--- config.mk ---
export PLATFORM = sky130hd
export DESIGN_NAME = crt_raster_timing_regs
export DESIGN_NICKNAME = d
export VERILOG_FILES = /design/src/rtl/crt_pkg.sv /design/src/rtl/crt_cur_if.sv /design/src/rtl/crt_cursor.sv /design/src/rtl/crt_raster_timing_regs.sv
export VERILOG_INCLUDE_DIRS = /design/src /design/src/rtl
export SDC_FILE = /design/constraint.sdc
export NUM_CORES = 1
export LEC_CHECK = 0
export ABC_AREA = 1
export BUFFER_PORTS_ARGS = -buffer_cell sky130_fd_sc_hd__buf_2
export CAP_MARGIN = 20
export CORE_MARGIN = 3
export CORE_UTILIZATION = 51
export CTS_CLUSTER_SIZE = 30
export DETAILED_ROUTE_END_ITERATION = 10
export GPL_ROUTABILITY_DRIVEN = 0
export MAX_ROUTING_LAYER = met4
export PLACE_DENSITY = 0.68
export SLEW_MARGIN = 25
export SYNTH_ARGS = -nofsm -noshare
export SYNTH_HDL_FRONTEND = slang
export SYNTH_SLANG_ARGS = --single-unit
export TNS_END_PERCENT = 10
--- constraint.sdc ---
create_clock -name clk -period 7 [get_ports clk]
set_clock_uncertainty 0.1 [all_clocks]
set_input_delay 0.7 -clock clk [delete_from_list [all_inputs] [get_ports clk]]
set_output_delay 0.7 -clock clk [all_outputs]
set_load 0.02 [all_outputs]
--- src/rtl/crt_raster_map.svh ---
// register indices, field positions, reset values and timing counts of the raster timing block
`ifndef CRT_RASTER_MAP_SVH
`define CRT_RASTER_MAP_SVH
`define CRT_IDX_HTOTAL 5'h00
`define CRT_IDX_HDISP 5'h01
`define CRT_IDX_HSYNC_POS 5'h02
`define CRT_IDX_SYNC_WIDTHS 5'h03
`define CRT_IDX_VTOTAL 5'h04
`define CRT_IDX_VADJUST 5'h05
`define CRT_IDX_VDISP 5'h06
`define CRT_IDX_VSYNC_ROW 5'h07
`define CRT_IDX_MODE 5'h08
`define CRT_IDX_SCAN 5'h09
`define CRT_IDX_CUR_START 5'h0a
`define CRT_IDX_CUR_END 5'h0b
`define CRT_IDX_START_HI 5'h0c
`define CRT_IDX_START_LO 5'h0d
`define CRT_IDX_CUR_HI 5'h0e
`define CRT_IDX_CUR_LO 5'h0f
`define CRT_IDX_PEN_HI 5'h10
`define CRT_IDX_PEN_LO 5'h11
`define CRT_IDX_UPD_HI 5'h12
`define CRT_IDX_UPD_LO 5'h13
`define CRT_IDX_DUMMY 5'h1f
`define CRT_HSW_LSB 0
`define CRT_HSW_MSB 3
`define CRT_VSW_LSB 4
`define CRT_VSW_MSB 7
`define CRT_CMODE_LSB 5
`define CRT_CMODE_MSB 6
`define CRT_MODE_RC_BIT 2
`define CRT_MODE_DE_DLY_BIT 4
`define CRT_MODE_CUR_DLY_BIT 5
`define CRT_STAT_UPD_BIT 7
`define CRT_STAT_PEN_BIT 6
`define CRT_STAT_VBLANK_BIT 5
`define CRT_VSYNC_ZERO_LINES 5'h10
`define CRT_RST_BYTE 8'h00
`define CRT_RST_ADDR 14'h0000
`endif

--- src/rtl/crt_pkg.sv ---
// shared types of the raster timing block
package crt_pkg;
	typedef enum logic [1:0]
	{
		crt_v_rows = 2'b01,
		crt_v_adjust = 2'b10
	} crt_vstate_t;
	typedef enum logic [1:0]
	{
		crt_cur_steady = 2'b00,
		crt_cur_off = 2'b01,
		crt_cur_blink16 = 2'b10,
		crt_cur_blink32 = 2'b11
	} crt_cur_mode_t;
endpackage

--- src/rtl/crt_cur_if.sv ---
// carrier between the raster generator and the cursor unit
`timescale 1ns/1ns
interface crt_cur_if;
	logic tick;
	logic run;
	logic frame_tick;
	logic [13:0] ma;
	logic [4:0] ra;
	logic [13:0] cur_pos;
	logic [4:0] cur_start;
	logic [4:0] cur_end;
	crt_pkg::crt_cur_mode_t cur_mode;
	logic delay;
	logic cursor;
	modport raster
	(
		output tick, run, frame_tick, ma, ra, cur_pos, cur_start, cur_end, cur_mode, delay,
		input cursor
	);
	modport curs
	(
		input tick, run, frame_tick, ma, ra, cur_pos, cur_start, cur_end, cur_mode, delay,
		output cursor
	);
endinterface

--- src/rtl/crt_cursor.sv ---
// cursor compare, blink timing and optional one-character delay
`timescale 1ns/1ns
module crt_cursor
(
	// clock and reset
	input wire logic clk,
	input wire logic arst_n,
	// raster side
	crt_cur_if.curs cif
);
	logic [4:0] frame_cnt_reg;
	logic stage_reg;
	logic cursor_reg;
	logic blink_on;
	logic hit;
	always_comb
	begin
		case (cif.cur_mode)
			crt_pkg::crt_cur_steady: blink_on = 1'b1;
			crt_pkg::crt_cur_off: blink_on = 1'b0;
			crt_pkg::crt_cur_blink16: blink_on = ~frame_cnt_reg[3];
			crt_pkg::crt_cur_blink32: blink_on = ~frame_cnt_reg[4];
			default: blink_on = 1'b0;
		endcase
	end
	// an empty window (start above end) simply never shows a cursor
	assign hit = blink_on & (cif.ma == cif.cur_pos) & (cif.ra >= cif.cur_start)
		& (cif.ra <= cif.cur_end);
	always_ff @(posedge clk or negedge arst_n)
	begin
		if (!arst_n)
		begin
			frame_cnt_reg <= 5'h00;
			stage_reg <= 1'b0;
			cursor_reg <= 1'b0;
		end
		else if (!cif.run)
		begin
			frame_cnt_reg <= 5'h00;
			stage_reg <= 1'b0;
			cursor_reg <= 1'b0;
		end
		else if (cif.tick)
		begin
			if (cif.frame_tick)
				frame_cnt_reg <= frame_cnt_reg + 5'h01;
			stage_reg <= hit;
			cursor_reg <= cif.delay ? stage_reg : hit;
		end
	end
	assign cif.cursor = cursor_reg;
endmodule

--- src/rtl/crt_raster_timing_regs.sv ---
// raster timing, refresh addressing, light pen and processor register port
`timescale 1ns/1ns
`include "crt_raster_map.svh"
module crt_raster_timing_regs
(
	// system clock and reset
	input wire logic clk,
	input wire logic arst_n,
	// processor port pins
	input wire logic bus_enable,
	input wire logic read_not_write,
	input wire logic chip_select_n,
	input wire logic register_select_pin,
	input wire logic [7:0] data_bus_in,
	output logic [7:0] data_bus_out,
	output logic data_bus_oe,
	// video timing pins
	input wire logic character_clock,
	input wire logic counter_reset_n,
	input wire logic light_pen_strobe,
	output logic hsync,
	output logic vsync,
	output logic display_enable,
	output logic cursor,
	output logic [13:0] refresh_address,
	output logic [4:0] raster_row_address
);
	function automatic logic [13:0] upd_inc(input logic rc, input logic [13:0] a);
		upd_inc = rc ? {a[13:8], a[7:0] + 8'h01} : a + 14'h0001;
	endfunction
	function automatic logic [13:0] ma_calc(input logic rc, input logic [13:0] base,
		input logic [13:0] start, input logic [6:0] row, input logic [7:0] col);
		ma_calc = rc ? {start[13:8] + row[5:0], start[7:0] + col} : base + {6'h00, col};
	endfunction

	// all pins cross from outside through two flops
	logic [14:0] sync1_reg;
	logic [14:0] sync2_reg;
	logic [14:0] sync3_reg;
	always_ff @(posedge clk or negedge arst_n)
	begin
		if (!arst_n)
		begin
			sync1_reg <= 15'h0000;
			sync2_reg <= 15'h0000;
			sync3_reg <= 15'h0000;
		end
		else
		begin
			sync1_reg <= {character_clock, light_pen_strobe, counter_reset_n, bus_enable,
				chip_select_n, register_select_pin, read_not_write, data_bus_in};
			sync2_reg <= sync1_reg;
			sync3_reg <= sync2_reg;
		end
	end
	wire character_clock_rise = sync2_reg[14] & ~sync3_reg[14];
	wire character_clock_fall = ~sync2_reg[14] & sync3_reg[14];
	wire pen_rise = sync2_reg[13] & ~sync3_reg[13];
	wire run = sync2_reg[12];
	wire e_fall = ~sync2_reg[11] & sync3_reg[11];
	wire cs_n_s = sync2_reg[10];
	wire rs_s = sync2_reg[9];
	wire rw_s = sync2_reg[8];
	wire [7:0] db_s = sync2_reg[7:0];

	// register storage, kept across counter reset
	logic [4:0] ptr_reg;
	logic [7:0] horizontal_total_reg;
	logic [7:0] hdisp_reg;
	logic [7:0] hsync_pos_reg;
	logic [7:0] sync_widths_reg;
	logic [6:0] vertical_total_reg;
	logic [4:0] vertical_adjust_reg;
	logic [6:0] vertical_displayed_reg;
	logic [6:0] vertical_sync_row_reg;
	logic [7:0] mode_control_reg;
	logic [4:0] scan_line_count_reg;
	logic [6:0] cursor_start_reg;
	logic [4:0] cursor_end_reg;
	logic [13:0] display_start_reg;
	logic [13:0] cursor_position_reg;
	logic [13:0] light_pen_reg;
	logic [13:0] update_address_reg;
	logic upd_ready_reg;
	logic pen_full_reg;
	logic pen_pend_reg;

	wire wr = e_fall & ~cs_n_s & ~rw_s;
	wire rd = e_fall & ~cs_n_s & rw_s;
	wire wr_ptr = wr & ~rs_s;
	wire wr_data = wr & rs_s;
	wire rd_data = rd & rs_s;
	wire dummy_hit = (wr_data | rd_data) & (ptr_reg == `CRT_IDX_DUMMY);
	wire pen_read = rd_data & ((ptr_reg == `CRT_IDX_PEN_HI) | (ptr_reg == `CRT_IDX_PEN_LO));
	wire upd_write = wr_data & ((ptr_reg == `CRT_IDX_UPD_HI) | (ptr_reg == `CRT_IDX_UPD_LO));
	wire rc_mode = mode_control_reg[`CRT_MODE_RC_BIT];

	always_ff @(posedge clk or negedge arst_n)
	begin
		if (!arst_n)
		begin
			ptr_reg <= 5'h00;
			horizontal_total_reg <= `CRT_RST_BYTE;
			hdisp_reg <= `CRT_RST_BYTE;
			hsync_pos_reg <= `CRT_RST_BYTE;
			sync_widths_reg <= `CRT_RST_BYTE;
			vertical_total_reg <= 7'h00;
			vertical_adjust_reg <= 5'h00;
			vertical_displayed_reg <= 7'h00;
			vertical_sync_row_reg <= 7'h00;
			mode_control_reg <= `CRT_RST_BYTE;
			scan_line_count_reg <= 5'h00;
			cursor_start_reg <= 7'h00;
			cursor_end_reg <= 5'h00;
			display_start_reg <= `CRT_RST_ADDR;
			cursor_position_reg <= `CRT_RST_ADDR;
		end
		else if (wr_ptr)
			ptr_reg <= db_s[4:0];
		else if (wr_data)
		begin
			case (ptr_reg)
				`CRT_IDX_HTOTAL: horizontal_total_reg <= db_s;
				`CRT_IDX_HDISP: hdisp_reg <= db_s;
				`CRT_IDX_HSYNC_POS: hsync_pos_reg <= db_s;
				`CRT_IDX_SYNC_WIDTHS: sync_widths_reg <= db_s;
				`CRT_IDX_VTOTAL: vertical_total_reg <= db_s[6:0];
				`CRT_IDX_VADJUST: vertical_adjust_reg <= db_s[4:0];
				`CRT_IDX_VDISP: vertical_displayed_reg <= db_s[6:0];
				`CRT_IDX_VSYNC_ROW: vertical_sync_row_reg <= db_s[6:0];
				`CRT_IDX_MODE: mode_control_reg <= db_s;
				`CRT_IDX_SCAN: scan_line_count_reg <= db_s[4:0];
				`CRT_IDX_CUR_START: cursor_start_reg <= db_s[6:0];
				`CRT_IDX_CUR_END: cursor_end_reg <= db_s[4:0];
				`CRT_IDX_START_HI: display_start_reg[13:8] <= db_s[5:0];
				`CRT_IDX_START_LO: display_start_reg[7:0] <= db_s;
				`CRT_IDX_CUR_HI: cursor_position_reg[13:8] <= db_s[5:0];
				`CRT_IDX_CUR_LO: cursor_position_reg[7:0] <= db_s;
				default: ptr_reg <= ptr_reg;
			endcase
		end
	end

	// update address: written by software, stepped by dummy accesses
	always_ff @(posedge clk or negedge arst_n)
	begin
		if (!arst_n)
			update_address_reg <= `CRT_RST_ADDR;
		else if (upd_write & (ptr_reg == `CRT_IDX_UPD_HI))
			update_address_reg[13:8] <= db_s[5:0];
		else if (upd_write)
			update_address_reg[7:0] <= db_s;
		else if (dummy_hit)
			update_address_reg <= upd_inc(rc_mode, update_address_reg);
	end

	// status flags: a set in the same cycle as its clear wins
	always_ff @(posedge clk or negedge arst_n)
	begin
		if (!arst_n)
		begin
			upd_ready_reg <= 1'b0;
			pen_full_reg <= 1'b0;
			pen_pend_reg <= 1'b0;
			light_pen_reg <= `CRT_RST_ADDR;
		end
		else
		begin
			upd_ready_reg <= dummy_hit | (upd_ready_reg & ~upd_write);
			if (pen_pend_reg & character_clock_fall)
			begin
				light_pen_reg <= refresh_address;
				pen_full_reg <= 1'b1;
			end
			else if (pen_read)
				pen_full_reg <= 1'b0;
			if (pen_rise)
				pen_pend_reg <= 1'b1;
			else if (character_clock_fall)
				pen_pend_reg <= 1'b0;
		end
	end

	// raster counters, advanced on the rising character clock, row and line counts only at a line end
	crt_pkg::crt_vstate_t vstate_reg;
	logic [7:0] h_cnt_reg;
	logic [6:0] row_cnt_reg;
	logic [4:0] line_cnt_reg;
	logic [3:0] hs_cnt_reg;
	logic [4:0] vs_cnt_reg;
	logic [13:0] row_base_reg;
	logic de_stage_reg;

	wire in_rows = (vstate_reg == crt_pkg::crt_v_rows);
	wire h_end = (h_cnt_reg == horizontal_total_reg);
	wire last_line = (line_cnt_reg == scan_line_count_reg);
	wire last_row = (row_cnt_reg == vertical_total_reg);
	wire adj_done = (line_cnt_reg == vertical_adjust_reg - 5'h01);
	wire frame_end = h_end & ((in_rows & last_line & last_row & (vertical_adjust_reg == 5'h00))
		| (~in_rows & adj_done));
	wire line_tick = character_clock_rise & h_end;
	wire [3:0] hsw = sync_widths_reg[`CRT_HSW_MSB:`CRT_HSW_LSB];
	wire [3:0] vsw = sync_widths_reg[`CRT_VSW_MSB:`CRT_VSW_LSB];
	wire [4:0] vs_len = (vsw == 4'h0) ? `CRT_VSYNC_ZERO_LINES : {1'b0, vsw};
	wire hs_start = (h_cnt_reg == hsync_pos_reg);
	wire vs_start = (frame_end & (vertical_sync_row_reg == 7'h00)) | (~frame_end & in_rows
		& h_end & last_line & (row_cnt_reg + 7'h01 == vertical_sync_row_reg));
	wire [3:0] hs_next = hs_start ? hsw : ((hs_cnt_reg != 4'h0) ? hs_cnt_reg - 4'h1 : 4'h0);
	wire [4:0] vs_dec = (vs_cnt_reg != 5'h00) ? vs_cnt_reg - 5'h01 : 5'h00;
	wire [4:0] vs_next = (h_end & vs_start) ? vs_len : (h_end ? vs_dec : vs_cnt_reg);
	wire de_now = in_rows & (h_cnt_reg < hdisp_reg) & (row_cnt_reg < vertical_displayed_reg);
	wire [13:0] ma_now = ma_calc(rc_mode, row_base_reg, display_start_reg, row_cnt_reg,
		h_cnt_reg);

	always_ff @(posedge clk or negedge arst_n)
	begin
		if (!arst_n)
			h_cnt_reg <= 8'h00;
		else if (!run)
			h_cnt_reg <= 8'h00;
		else if (character_clock_rise)
			h_cnt_reg <= h_end ? 8'h00 : h_cnt_reg + 8'h01;
	end

	always_ff @(posedge clk or negedge arst_n)
	begin
		if (!arst_n)
		begin
			vstate_reg <= crt_pkg::crt_v_rows;
			row_cnt_reg <= 7'h00;
			line_cnt_reg <= 5'h00;
			row_base_reg <= `CRT_RST_ADDR;
		end
		else if (!run)
		begin
			vstate_reg <= crt_pkg::crt_v_rows;
			row_cnt_reg <= 7'h00;
			line_cnt_reg <= 5'h00;
			row_base_reg <= display_start_reg;
		end
		else if (line_tick & frame_end)
		begin
			vstate_reg <= crt_pkg::crt_v_rows;
			row_cnt_reg <= 7'h00;
			line_cnt_reg <= 5'h00;
			row_base_reg <= display_start_reg;
		end
		else if (line_tick)
		begin
			case (vstate_reg)
				crt_pkg::crt_v_rows:
				begin
					line_cnt_reg <= last_line ? 5'h00 : line_cnt_reg + 5'h01;
					if (last_line & last_row)
						vstate_reg <= crt_pkg::crt_v_adjust;
					else if (last_line)
					begin
						row_cnt_reg <= row_cnt_reg + 7'h01;
						row_base_reg <= row_base_reg + {6'h00, hdisp_reg};
					end
				end
				crt_pkg::crt_v_adjust: line_cnt_reg <= line_cnt_reg + 5'h01;
				default: vstate_reg <= crt_pkg::crt_v_rows;
			endcase
		end
	end

	// video outputs, registered on the character tick so they line up with the address
	always_ff @(posedge clk or negedge arst_n)
	begin
		if (!arst_n)
		begin
			hs_cnt_reg <= 4'h0;
			vs_cnt_reg <= 5'h00;
			de_stage_reg <= 1'b0;
			hsync <= 1'b0;
			vsync <= 1'b0;
			display_enable <= 1'b0;
			refresh_address <= 14'h0000;
			raster_row_address <= 5'h00;
		end
		else if (!run)
		begin
			hs_cnt_reg <= 4'h0;
			vs_cnt_reg <= 5'h00;
			de_stage_reg <= 1'b0;
			hsync <= 1'b0;
			vsync <= 1'b0;
			display_enable <= 1'b0;
			refresh_address <= 14'h0000;
			raster_row_address <= 5'h00;
		end
		else if (character_clock_rise)
		begin
			hs_cnt_reg <= hs_next;
			vs_cnt_reg <= vs_next;
			hsync <= (hs_next != 4'h0);
			// the count loaded at a line end covers the line that follows, so vsync opens at line 0
			vsync <= (vs_cnt_reg != 5'h00);
			de_stage_reg <= de_now;
			display_enable <= mode_control_reg[`CRT_MODE_DE_DLY_BIT] ? de_stage_reg : de_now;
			refresh_address <= ma_now;
			raster_row_address <= line_cnt_reg;
		end
	end

	crt_cur_if cif();
	assign cif.tick = character_clock_rise;
	assign cif.run = run;
	assign cif.frame_tick = line_tick & frame_end;
	assign cif.ma = ma_now;
	assign cif.ra = line_cnt_reg;
	assign cif.cur_pos = cursor_position_reg;
	assign cif.cur_start = cursor_start_reg[4:0];
	assign cif.cur_end = cursor_end_reg;
	assign cif.cur_mode = crt_pkg::crt_cur_mode_t'(cursor_start_reg[`CRT_CMODE_MSB:`CRT_CMODE_LSB]);
	assign cif.delay = mode_control_reg[`CRT_MODE_CUR_DLY_BIT];
	assign cursor = cif.cursor;

	crt_cursor u_cursor
	(
		.clk(clk),
		.arst_n(arst_n),
		.cif(cif)
	);

	// read path; the dummy location leaves the bus undriven
	logic [7:0] rd_mux;
	wire [7:0] status = {upd_ready_reg, pen_full_reg, ~de_now & ~(in_rows
		& (row_cnt_reg < vertical_displayed_reg)), 5'h00};
	always_comb
	begin
		rd_mux = 8'h00;
		if (!rs_s)
			rd_mux = status;
		else
		begin
			case (ptr_reg)
				`CRT_IDX_CUR_HI: rd_mux = {2'b00, cursor_position_reg[13:8]};
				`CRT_IDX_CUR_LO: rd_mux = cursor_position_reg[7:0];
				`CRT_IDX_PEN_HI: rd_mux = {2'b00, light_pen_reg[13:8]};
				`CRT_IDX_PEN_LO: rd_mux = light_pen_reg[7:0];
				default: rd_mux = 8'h00;
			endcase
		end
	end
	wire oe_now = sync2_reg[11] & ~cs_n_s & rw_s & ~(rs_s & (ptr_reg == `CRT_IDX_DUMMY));
	always_ff @(posedge clk or negedge arst_n)
	begin
		if (!arst_n)
		begin
			data_bus_out <= 8'h00;
			data_bus_oe <= 1'b0;
		end
		else
		begin
			data_bus_out <= rd_mux;
			data_bus_oe <= oe_now;
		end
	end
endmodule

==> run summary, run 1 <==
Result of the run: completed
Initial antenna violation count: 1
Unrepaired setup endpoints after global routing: false
Die footprint: 0.0274 mm^2
Final setup vio count: 0
Number of H-tree branching levels: 1
Cell area after synthesis: 0.0130 mm^2
Number of buffers on the longest clock path: 3
Hold/Removal Path Class: input port to flip-flop
Wire length after detailed routing: 34400 um
Total congestion overflow after global routing: 0
Min Clock Period, post-route: 2.73 ns
Global routing usage summed across all routing layers: 26.3%
Final net count: 1699
Cell Count Post-Placement: 1914
Clock latency at the later pin of the worst-skew pair: 0.55 ns
Part of the cycle the worst path needs: 38.9%
Arrival time at the worst endpoint: 3.11 ns
Site row count: 57
Post-route DRC violation count: 0
Number of buffers inserted by port buffering: 48
Async set-reset flop share out of synthesis: 100%
Post-CTS Setup Repair Bufs: 0
Residual antenna-violating net count after detailed routing: 0
Power density over cell area: 298 mW/mm^2
I/O pin total: 49
Remaining max-slew budget at the tightest pin: 35.1%
Number of unique standard cell types used by synthesis: 57
Maximum Capacitance Violations: 0
Dominant cell by count in the synthesized netlist: sky130_fd_sc_hd__nand2_1
Via count of the first global-routing pass: 10100
Type of the setup path with the least slack: flip-flop to flip-flop
Max-slew violations: 0
Die boundary height: 166 um
Post-synthesis to final-layout area growth: 11.0%
Clock-pin transition on the worst setup and hold timing paths: 0.07 ns
Clock buffers created by TritonCTS: 26
F_max: 367 MHz
Top post-synthesis cells by count: sky130_fd_sc_hd__nand2_1 (419), sky130_fd_sc_hd__dfrtp_1 (244), sky130_fd_sc_hd__inv_1 (186)
HPWL reported at the end of detailed placement: 24600 um
Pre-antenna DRT Iters: 5
Average detailed-routed wire length per instance: 17.5 um
Setup total negative slack: 0 ns
Warnings from Yosys: 0
Chip Width: 166 um
Diode count: 0
Wire length of the first global-routing pass: 55100 um
Seq/Total Area, Yosys: 47.2%
Number of register bits inferred by synthesis: 245
Post-synth top area cell: sky130_fd_sc_hd__dfrtp_1
Sink count of the clock tree: 245
Initial DRC count: 949
Worst ir drop on vdd: 0.183 mV
Post-cts sizing count: 0
Average via count per standard cell: 5.51
Largest net degree at the start of global routing: 184
Launching element type of the critical path: flip-flop
Cell chosen for the clock root: sky130_fd_sc_hd__clkbuf_16
Top post-synthesis cells by area: sky130_fd_sc_hd__dfrtp_1 (47%), sky130_fd_sc_hd__nand2_1 (12%), sky130_fd_sc_hd__o21ai_0 (6.7%)
Standby leakage power: 7.06 nW
Total core area: 0.0247 mm^2
Primary flip-flop cell chosen by synthesis mapping: sky130_fd_sc_hd__dfrtp_1
Share of final-layout standard cells stronger than drive strength 1: 9.52%
Effective utilization at floorplan: 52.6%
TritonCTS clock tree: done
Maximum fanout along the worst path: 10
EDFF count, synth: 0
Post-synth top area share: 47.0%
Post-synthesis instance total: 1581
Kind of capture point of the worst setup path: flip-flop
Endpoints failing hold: 0
Worst-margin pin slew: 0.972 ns
Number of nets produced by synthesis: 1660
Final cell count without fillers: 1963
Worst Path Required: 7.39 ns
Total vias in the final route: 10800
Average instance area after synthesis: 8.21 um^2
==> worst max-delay path, cell delays in order (launching register included) <==
cell and delay, ns:
sky130_fd_sc_hd__dfrtp_1 0.58, sky130_fd_sc_hd__ha_1 0.26, sky130_fd_sc_hd__inv_1 0.06, sky130_fd_sc_hd__fa_1 0.40, sky130_fd_sc_hd__inv_1 0.09, sky130_fd_sc_hd__nor2_1 0.04, sky130_fd_sc_hd__o21ai_0 0.42, sky130_fd_sc_hd__nand2_1 0.14
sky130_fd_sc_hd__nand2_1 0.08, sky130_fd_sc_hd__nand3_1 0.07, sky130_fd_sc_hd__nor3_1 0.14, sky130_fd_sc_hd__nand3_1 0.11, sky130_fd_sc_hd__nand2_1 0.07, sky130_fd_sc_hd__nand2_1 0.05, sky130_fd_sc_hd__nand2_1 0.05
==> power breakdown <==
part	switching (mW)	total, mW	internal, mW
combinational	0.705	1.06	0.359
clock	0.600	1.50	0.905
sequential	0.157	1.72	1.56
==> layer usage <==
layer,up-vias,share of wire [%],global-route usage (%)
met5,-,0,-
met4,0,1.9,5.14
met3,56,6.0,2.87
met2,357,46,41.4
met1,5151,46,37.5
li1,5246,-,-
==> final timing paths <==
kind	startpoint	depth (start not counted)	end	slack, ns
worst max-delay path	row_cnt_reg[0]	14	u_cursor.cif.cursor	4.27
min in group asynchronous	arst_n	2	light_pen_reg[11]	0.58
worst min-delay path	character_clock	1	sync1_reg[14]	0.16
worst min register to register	sync1_reg[0]	0	sync2_reg[0]	0.25
max in group asynchronous	arst_n	4	vs_cnt_reg[0]	4.81
worst max register to register	row_cnt_reg[0]	14	u_cursor.cif.cursor	4.27
==> cells in the final DEF (no fill, tap or decap), types with 4 or more instances in the layout <==
master and instances:
sky130_fd_sc_hd__a21oi_1 45, sky130_fd_sc_hd__a221oi_1 6, sky130_fd_sc_hd__buf_2 47, sky130_fd_sc_hd__bufinv_16 5
sky130_fd_sc_hd__clkbuf_16 26, sky130_fd_sc_hd__clkinv_4 4, sky130_fd_sc_hd__dfrtp_1 244, sky130_fd_sc_hd__fa_1 4
sky130_fd_sc_hd__ha_1 58, sky130_fd_sc_hd__inv_1 186, sky130_fd_sc_hd__inv_2 12, sky130_fd_sc_hd__nand2_1 419
sky130_fd_sc_hd__nand2_2 9, sky130_fd_sc_hd__nand2_4 6, sky130_fd_sc_hd__nand3_1 92, sky130_fd_sc_hd__nand4_1 25
sky130_fd_sc_hd__nor2_1 84, sky130_fd_sc_hd__nor3_1 21, sky130_fd_sc_hd__nor4_1 4, sky130_fd_sc_hd__o211ai_1 7
sky130_fd_sc_hd__o21a_1 4, sky130_fd_sc_hd__o21ai_0 175, sky130_fd_sc_hd__o21ai_1 10, sky130_fd_sc_hd__o21ai_2 5
sky130_fd_sc_hd__o22ai_1 24, sky130_fd_sc_hd__or2_1 6, sky130_fd_sc_hd__or2_2 10, sky130_fd_sc_hd__xnor2_1 10
sky130_fd_sc_hd__xor2_1 29
==> per-stage QoR <==
stage | power, mW | setup WS, ns | util [%] | area (um^2) | hold slack, ns
2_1_floorplan | 2.48 | 4.74 | - | 13000 | 0.231
3_3_place_gp | 2.76 | 4.37 | 54.4 | 13400 | 0.233
3_5_place_dp | 2.78 | 4.33 | 54.4 | 13400 | 0.235
4_1_cts | 4.29 | 4.32 | 58.3 | 14400 | 0.145
5_1_grt | 4.53 | 4.04 | 58.4 | 14400 | 0.137
6_report | 4.29 | 4.27 | 58.4 | 14400 | 0.160
==> final cells by class <==
cell class | count | area, um^2
clock inverters | 16 | 243
multi-input cells | 1094 | 5850
flip-flops and latches | 245 | 6130
fillers | 2188 | 10300
clock buffers | 31 | 699
inverters | 200 | 756
well taps | 324 | 405
repair buffers | 53 | 323
==> kinds of logic (layout without fill, tap and decap cells) <==
group,count (synthesis),in the layout,synth area share (%)
fa+ha+maj,62,62,6.21
xor+xnor,40,40,2.76
buf+inv,242,300,7.67
simple gates,694,694,23.3
flops,245,245,47.2
compound gates,298,298,12.9
==> what timing repair did <==
item	in CTS	in global routing
endpoints found under the hold margin	15	0
endpoints found under the setup margin	0	0
hold buffers	1	0
No activity file was read; power rests on OpenSTA's default activity.
==> inputs of run 2 (changes only) <==
clock period = 2.9 ns   (was 7 ns; I/O delays follow)
==> run summary, run 2 (synthesis gave the netlist of run 1 again) <==
Clock latency at the later pin of the worst-skew pair: 0.55 ns
Result of the run: completed
I/O pin total: 49
Unrepaired setup endpoints after global routing: false
Global routing usage summed across all routing layers: 26.5%
Maximum fanout along the worst path: 3
Total congestion overflow after global routing: 0
Final net count: 1738
Most common cell on crit path: sky130_fd_sc_hd__nand2_1
Clock-pin transition on the worst setup and hold timing paths: 0.06 ns
Setup total negative slack: 0 ns
Site row count: 57
Initial DRC count: 925
Standby leakage power: 7.28 nW
HPWL reported at the end of detailed placement: 24700 um
Chip Width: 166 um
Worst Path Required: 3.29 ns
Min Clock Period, post-route: 2.57 ns
Number of buffers inserted by port buffering: 48
Share of final-layout standard cells stronger than drive strength 1: 10.9%
F_max: 390 MHz
Final setup vio count: 0
Number of buffers on the longest clock path: 3
Power density over cell area: 707 mW/mm^2
Die footprint: 0.0274 mm^2
Die boundary height: 166 um
Residual antenna-violating net count after detailed routing: 0
Worst-margin pin slew: 0.904 ns
Kind of capture point of the worst setup path: flip-flop
Footprint of the multi-input gates: 0.00585 mm^2
Total core area: 0.0247 mm^2
Most common library cell in the layout ignoring fill and taps: sky130_fd_sc_hd__nand2_1
Part of the cycle the worst path needs: 88.5%
Area taken by flip-flops and latches: 0.00613 mm^2
Pre-antenna DRT Iters: 5
Critical-path top delay cell: sky130_fd_sc_hd__dfrtp_1
Sink count of the clock tree: 245
Worst ir drop on vdd: 0.467 mV
Cell chosen for the clock root: sky130_fd_sc_hd__clkbuf_16
Total vias in the final route: 11000
Worst reg2reg setup slack: 0.33 ns
Maximum Capacitance Violations: 0
PnR Total Power: 10.4 mW
Max-slew violations: 0
Arrival time at the worst endpoint: 2.95 ns
Average via count per standard cell: 5.48
Type of the setup path with the least slack: flip-flop to flip-flop
Launching element type of the critical path: flip-flop
Largest net degree at the start of global routing: 68
Wire length of the first global-routing pass: 55400 um
TritonCTS clock tree: done
Via count of the first global-routing pass: 10500
Crit-path cells: ha_1 > inv_1 > fa_1 > nand2_1 > nand2_1 > nand2_1 > nand3_1 > nor2_1 > nand3_1 > nor2_1 > nand3_1 > nor3_1 > nand3_1 > nand2_1 > nand2_1 > nand2_1
Post-route DRC violation count: 0
Endpoints failing hold: 0
Most frequent cells in the layout: sky130_fd_sc_hd__nand2_1 (418), sky130_fd_sc_hd__dfrtp_1 (243), sky130_fd_sc_hd__inv_1 (186), sky130_fd_sc_hd__o21ai_0 (174), sky130_fd_sc_hd__nand3_1 (92)
Initial antenna violation count: 2
Post-synthesis to final-layout area growth: 13.8%
Wire length after detailed routing: 34300 um
Average detailed-routed wire length per instance: 17.1 um
Number of H-tree branching levels: 1
Biggest cell delay along the critical path: 0.41 ns
Filler cell count in the final layout: 2182
Remaining max-slew budget at the tightest pin: 39.7%
Effective utilization at floorplan: 52.6%
Hold/Removal Path Class: input port to async pin
Clock buffers created by TritonCTS: 28
-- run 2: path summary, 6_finish.rpt --
kind	start	end	depth (start not counted)
setup reg to reg	display_start_reg[0]	u_cursor.cif.cursor	16
setup / recovery	display_start_reg[0]	u_cursor.cif.cursor	16
min in group clk	sync1_reg[1]	sync2_reg[1]	0
hold reg to reg	sync1_reg[1]	sync2_reg[1]	0
hold / removal	arst_n	light_pen_reg[5]	2
max in group asynchronous	arst_n	vertical_sync_row_reg[1]	3
-- run 2: what timing repair did --
| action | 4_1_cts | 5_1_grt |
|---|---|---|
| endpoints found under the hold margin | 77 | 0 |
| setup buffers | 0 | 1 |
| endpoints found under the setup margin | 0 | 1 |
| hold buffers | 16 | 0 |
| gates resized for setup | 0 | 3 |
-- run 2: worst max-delay path: cells and delay by family, from the launching register on --
kind | cells | cell delay [ns]
adders and majority gates | 2 | 0.67
buffers and inverters | 1 | 0.09
DFF | 1 | 0.41
and+or+nand+nor | 13 | 1.23
-- run 2: stage by stage --
stage	instance area [um^2]	instances	hold slack, ns	util, %	setup WS, ns
6_report	14800	2006	0.201	59.9	0.335
5_1_grt	14800	2006	0.248	59.9	0.0157
4_1_cts	14800	2004	0.212	59.8	0.291
3_5_place_dp	13600	1936	0.188	55.2	0.313
3_3_place_gp	13600	1936	0.188	55.2	0.338
2_1_floorplan	13000	1581	-0.106	-	0.639
-- run 2: where the power goes --
part           total, mW  leakage (nW)  switching, mW  internal, mW
registers           4.13          3.28          0.346          3.78
logic               2.63          3.51           1.70         0.937
clock network       3.69         0.494           1.42          2.26
-- run 2: layout make-up --
class,count,share of cell area [%]
Multi-Input combinational cell,1094,39.6
Sequential cell,245,41.5
Clock inverter,12,0.991
Antenna cell,1,0.0169
Inverter,200,5.11
Tap cell,324,2.74
Clock buffer,40,5.66
Timing Repair Buffer,90,4.35
-- run 2: layer usage --
metal | vias to the layer above | wire length [um] | GRT usage (%)
li1 | 5332 | - | -
met1 | 5218 | 15000 | 35.3
met2 | 358 | 15700 | 41.6
met3 | 89 | 2520 | 4.54
met4 | 0 | 1080 | 8.39
met5 | - | 0 | -
==> inputs of run 3 (changes only) <==
REMOVE_ABC_BUFFERS = 1   (was default)
==> run summary, run 3 (synthesis gave the netlist of run 1 again) <==
Most common cell on crit path: sky130_fd_sc_hd__nand2_1
Die boundary height: 166 um
Unrepaired setup endpoints after global routing: false
Hold/Removal Path Class: flip-flop to flip-flop
Kind of capture point of the worst setup path: flip-flop
Initial DRC count: 941
Launching element type of the critical path: flip-flop
Cell chosen for the clock root: sky130_fd_sc_hd__clkbuf_16
CP top delay family: simple AND/OR/NAND/NOR gates
Diode count: 0
Type of the setup path with the least slack: flip-flop to flip-flop
Final setup vio count: 0
Power density over cell area: 705 mW/mm^2
Residual antenna-violating net count after detailed routing: 0
Worst-margin pin slew: 0.901 ns
PnR Total Power: 10.4 mW
Average detailed-routed wire length per instance: 16.8 um
CP startpoint: row_cnt_reg[0]
Effective utilization at floorplan: 52.6%
Number of buffers on the longest clock path: 3
Clock buffers created by TritonCTS: 27
F_max: 381 MHz
Largest net degree at the start of global routing: 92
Destination of the critical timing path: u_cursor.cif.cursor
Worst ir drop on vdd: 0.505 mV
Via count of the first global-routing pass: 10300
I/O pin total: 49
Worst hold slack across all endpoints: 0.246 ns
Worst reg2reg setup slack: 0.27 ns
Clock-pin transition on the worst setup and hold timing paths: 0.06 ns
Number of buffer and inverter stages on the critical path: 2
Endpoints failing hold: 0
Number of cells on the worst reg-to-reg path: 14
Critical-path top delay cell: sky130_fd_sc_hd__dfrtp_1
Biggest cell delay along the critical path: 0.55 ns
Pre-antenna DRT Iters: 5
Min Clock Period, post-route: 2.63 ns
Launch instance of the worst min-delay path: sync1_reg[12]
Remaining max-slew budget at the tightest pin: 39.9%
Chip Width: 166 um
Most common library cell in the layout ignoring fill and taps: sky130_fd_sc_hd__nand2_1
Filler cell count in the final layout: 2249
Number of H-tree branching levels: 1
Maximum Capacitance Violations: 0
Total congestion overflow after global routing: 0
Total non-filler cell area in the finished layout: 0.0147 mm^2
Sink count of the clock tree: 245
Standby leakage power: 7.26 nW
Crit-path cells: ha_1 > inv_1 > fa_1 > inv_1 > nor2_1 > o21ai_0 > nand2_1 > nand2_1 > nand3_1 > nor3_1 > nand3_1 > nand2_1 > nand2_1 > nand2_1
Total vias in the final route: 10800
Post-route worst setup slack: 0.274 ns
Post-route DRC violation count: 0
TritonCTS clock tree: done
Share of final-layout standard cells stronger than drive strength 1: 10.7%
Capture instance of the worst register-to-register path: u_cursor.cif.cursor
Result of the run: completed
Worst Path Required: 3.28 ns
Global routing usage summed across all routing layers: 26.0%
Initial antenna violation count: 0
Average via count per standard cell: 5.40
Pre-CTS setup slack: 0.302 ns
Final net count: 1737
Clock latency at the later pin of the worst-skew pair: 0.54 ns
Most frequent cells in the layout: sky130_fd_sc_hd__nand2_1 (419), sky130_fd_sc_hd__dfrtp_1 (244), sky130_fd_sc_hd__inv_1 (186), sky130_fd_sc_hd__o21ai_0 (175), sky130_fd_sc_hd__nand3_1 (92)
Wire length after detailed routing: 33600 um
Post-synthesis to final-layout area growth: 13.6%
Cell area after placement: 0.0136 mm^2
Number of cells on the critical path: 14
Wire length of the first global-routing pass: 54500 um
Part of the cycle the worst path needs: 90.5%
Setup total negative slack: 0 ns
Total core area: 0.0247 mm^2
Number of buffers inserted by port buffering: 48
Die footprint: 0.0274 mm^2
Site row count: 57
Maximum fanout along the worst path: 10
Max-slew violations: 0
HPWL reported at the end of detailed placement: 24300 um
Arrival time at the worst endpoint: 3.01 ns
R2r startpoint: row_cnt_reg[0]
==> run 3: metrics by stage <==
step | instances | util [%]
4_1_cts | 2001 | 59.7
5_1_grt | 2003 | 59.7
3_5_place_dp | 1935 | 55.1
6_report | 2003 | 59.7
2_1_floorplan | 1539 | -
3_3_place_gp | 1935 | 55.1
==> run 3: layer usage <==
metal | vias to the layer above | track usage [%] | wire (um)
li1 | 5325 | - | -
met3 | 74 | 4.96 | 2280
met5 | - | - | 0
met4 | 0 | 8.13 | 1240
met1 | 5097 | 34.7 | 15000
met2 | 322 | 40.6 | 15100
==> run 3: timing repair <==
action / in CTS / in global routing
setup endpoints to repair: 0 / 1
resized for setup: 0 / 0
endpoints found under the hold margin: 101 / 0
hold buffers: 16 / 0
setup buffers: 0 / 2
==> run 3: worst min-delay path by stage <==
stage,to,cells after the start
final,sync2_reg[12],0
after global routing,sync2_reg[4],0
after CTS,sync2_reg[12],0
after detailed placement,sync2_reg[12],0
after global placement,sync2_reg[12],0
after floorplan,cif.cur_end[0],0
==> run 3: worst register-to-register path, stage by stage (launching register included) <==
cell and delay, ns:
sky130_fd_sc_hd__dfrtp_1 0.55, sky130_fd_sc_hd__ha_1 0.26, sky130_fd_sc_hd__inv_1 0.06, sky130_fd_sc_hd__fa_1 0.38, sky130_fd_sc_hd__inv_1 0.08, sky130_fd_sc_hd__nor2_1 0.04
sky130_fd_sc_hd__o21ai_0 0.39, sky130_fd_sc_hd__nand2_1 0.14, sky130_fd_sc_hd__nand2_1 0.08, sky130_fd_sc_hd__nand3_1 0.07, sky130_fd_sc_hd__nor3_1 0.13, sky130_fd_sc_hd__nand3_1 0.12
sky130_fd_sc_hd__nand2_1 0.08, sky130_fd_sc_hd__nand2_1 0.04, sky130_fd_sc_hd__nand2_1 0.05
==> run 3: area by class of cell <==
cell class / count / area, um^2 / area share [%]
multi-input combinational: 1094 / 5850 / 39.7
clock inverter: 9 / 126 / 0.857
clock buffer: 41 / 838 / 5.69
timing repair buffer: 90 / 631 / 4.28
tap: 324 / 405 / 2.75
inverter: 200 / 756 / 5.13
sequential: 245 / 6130 / 41.6
==> run 3: report_power, final <==
group          internal [mW]  switching (mW)
sequential              3.78           0.346
clock                   2.25            1.39
combinational          0.949            1.68
total                   6.98            3.42
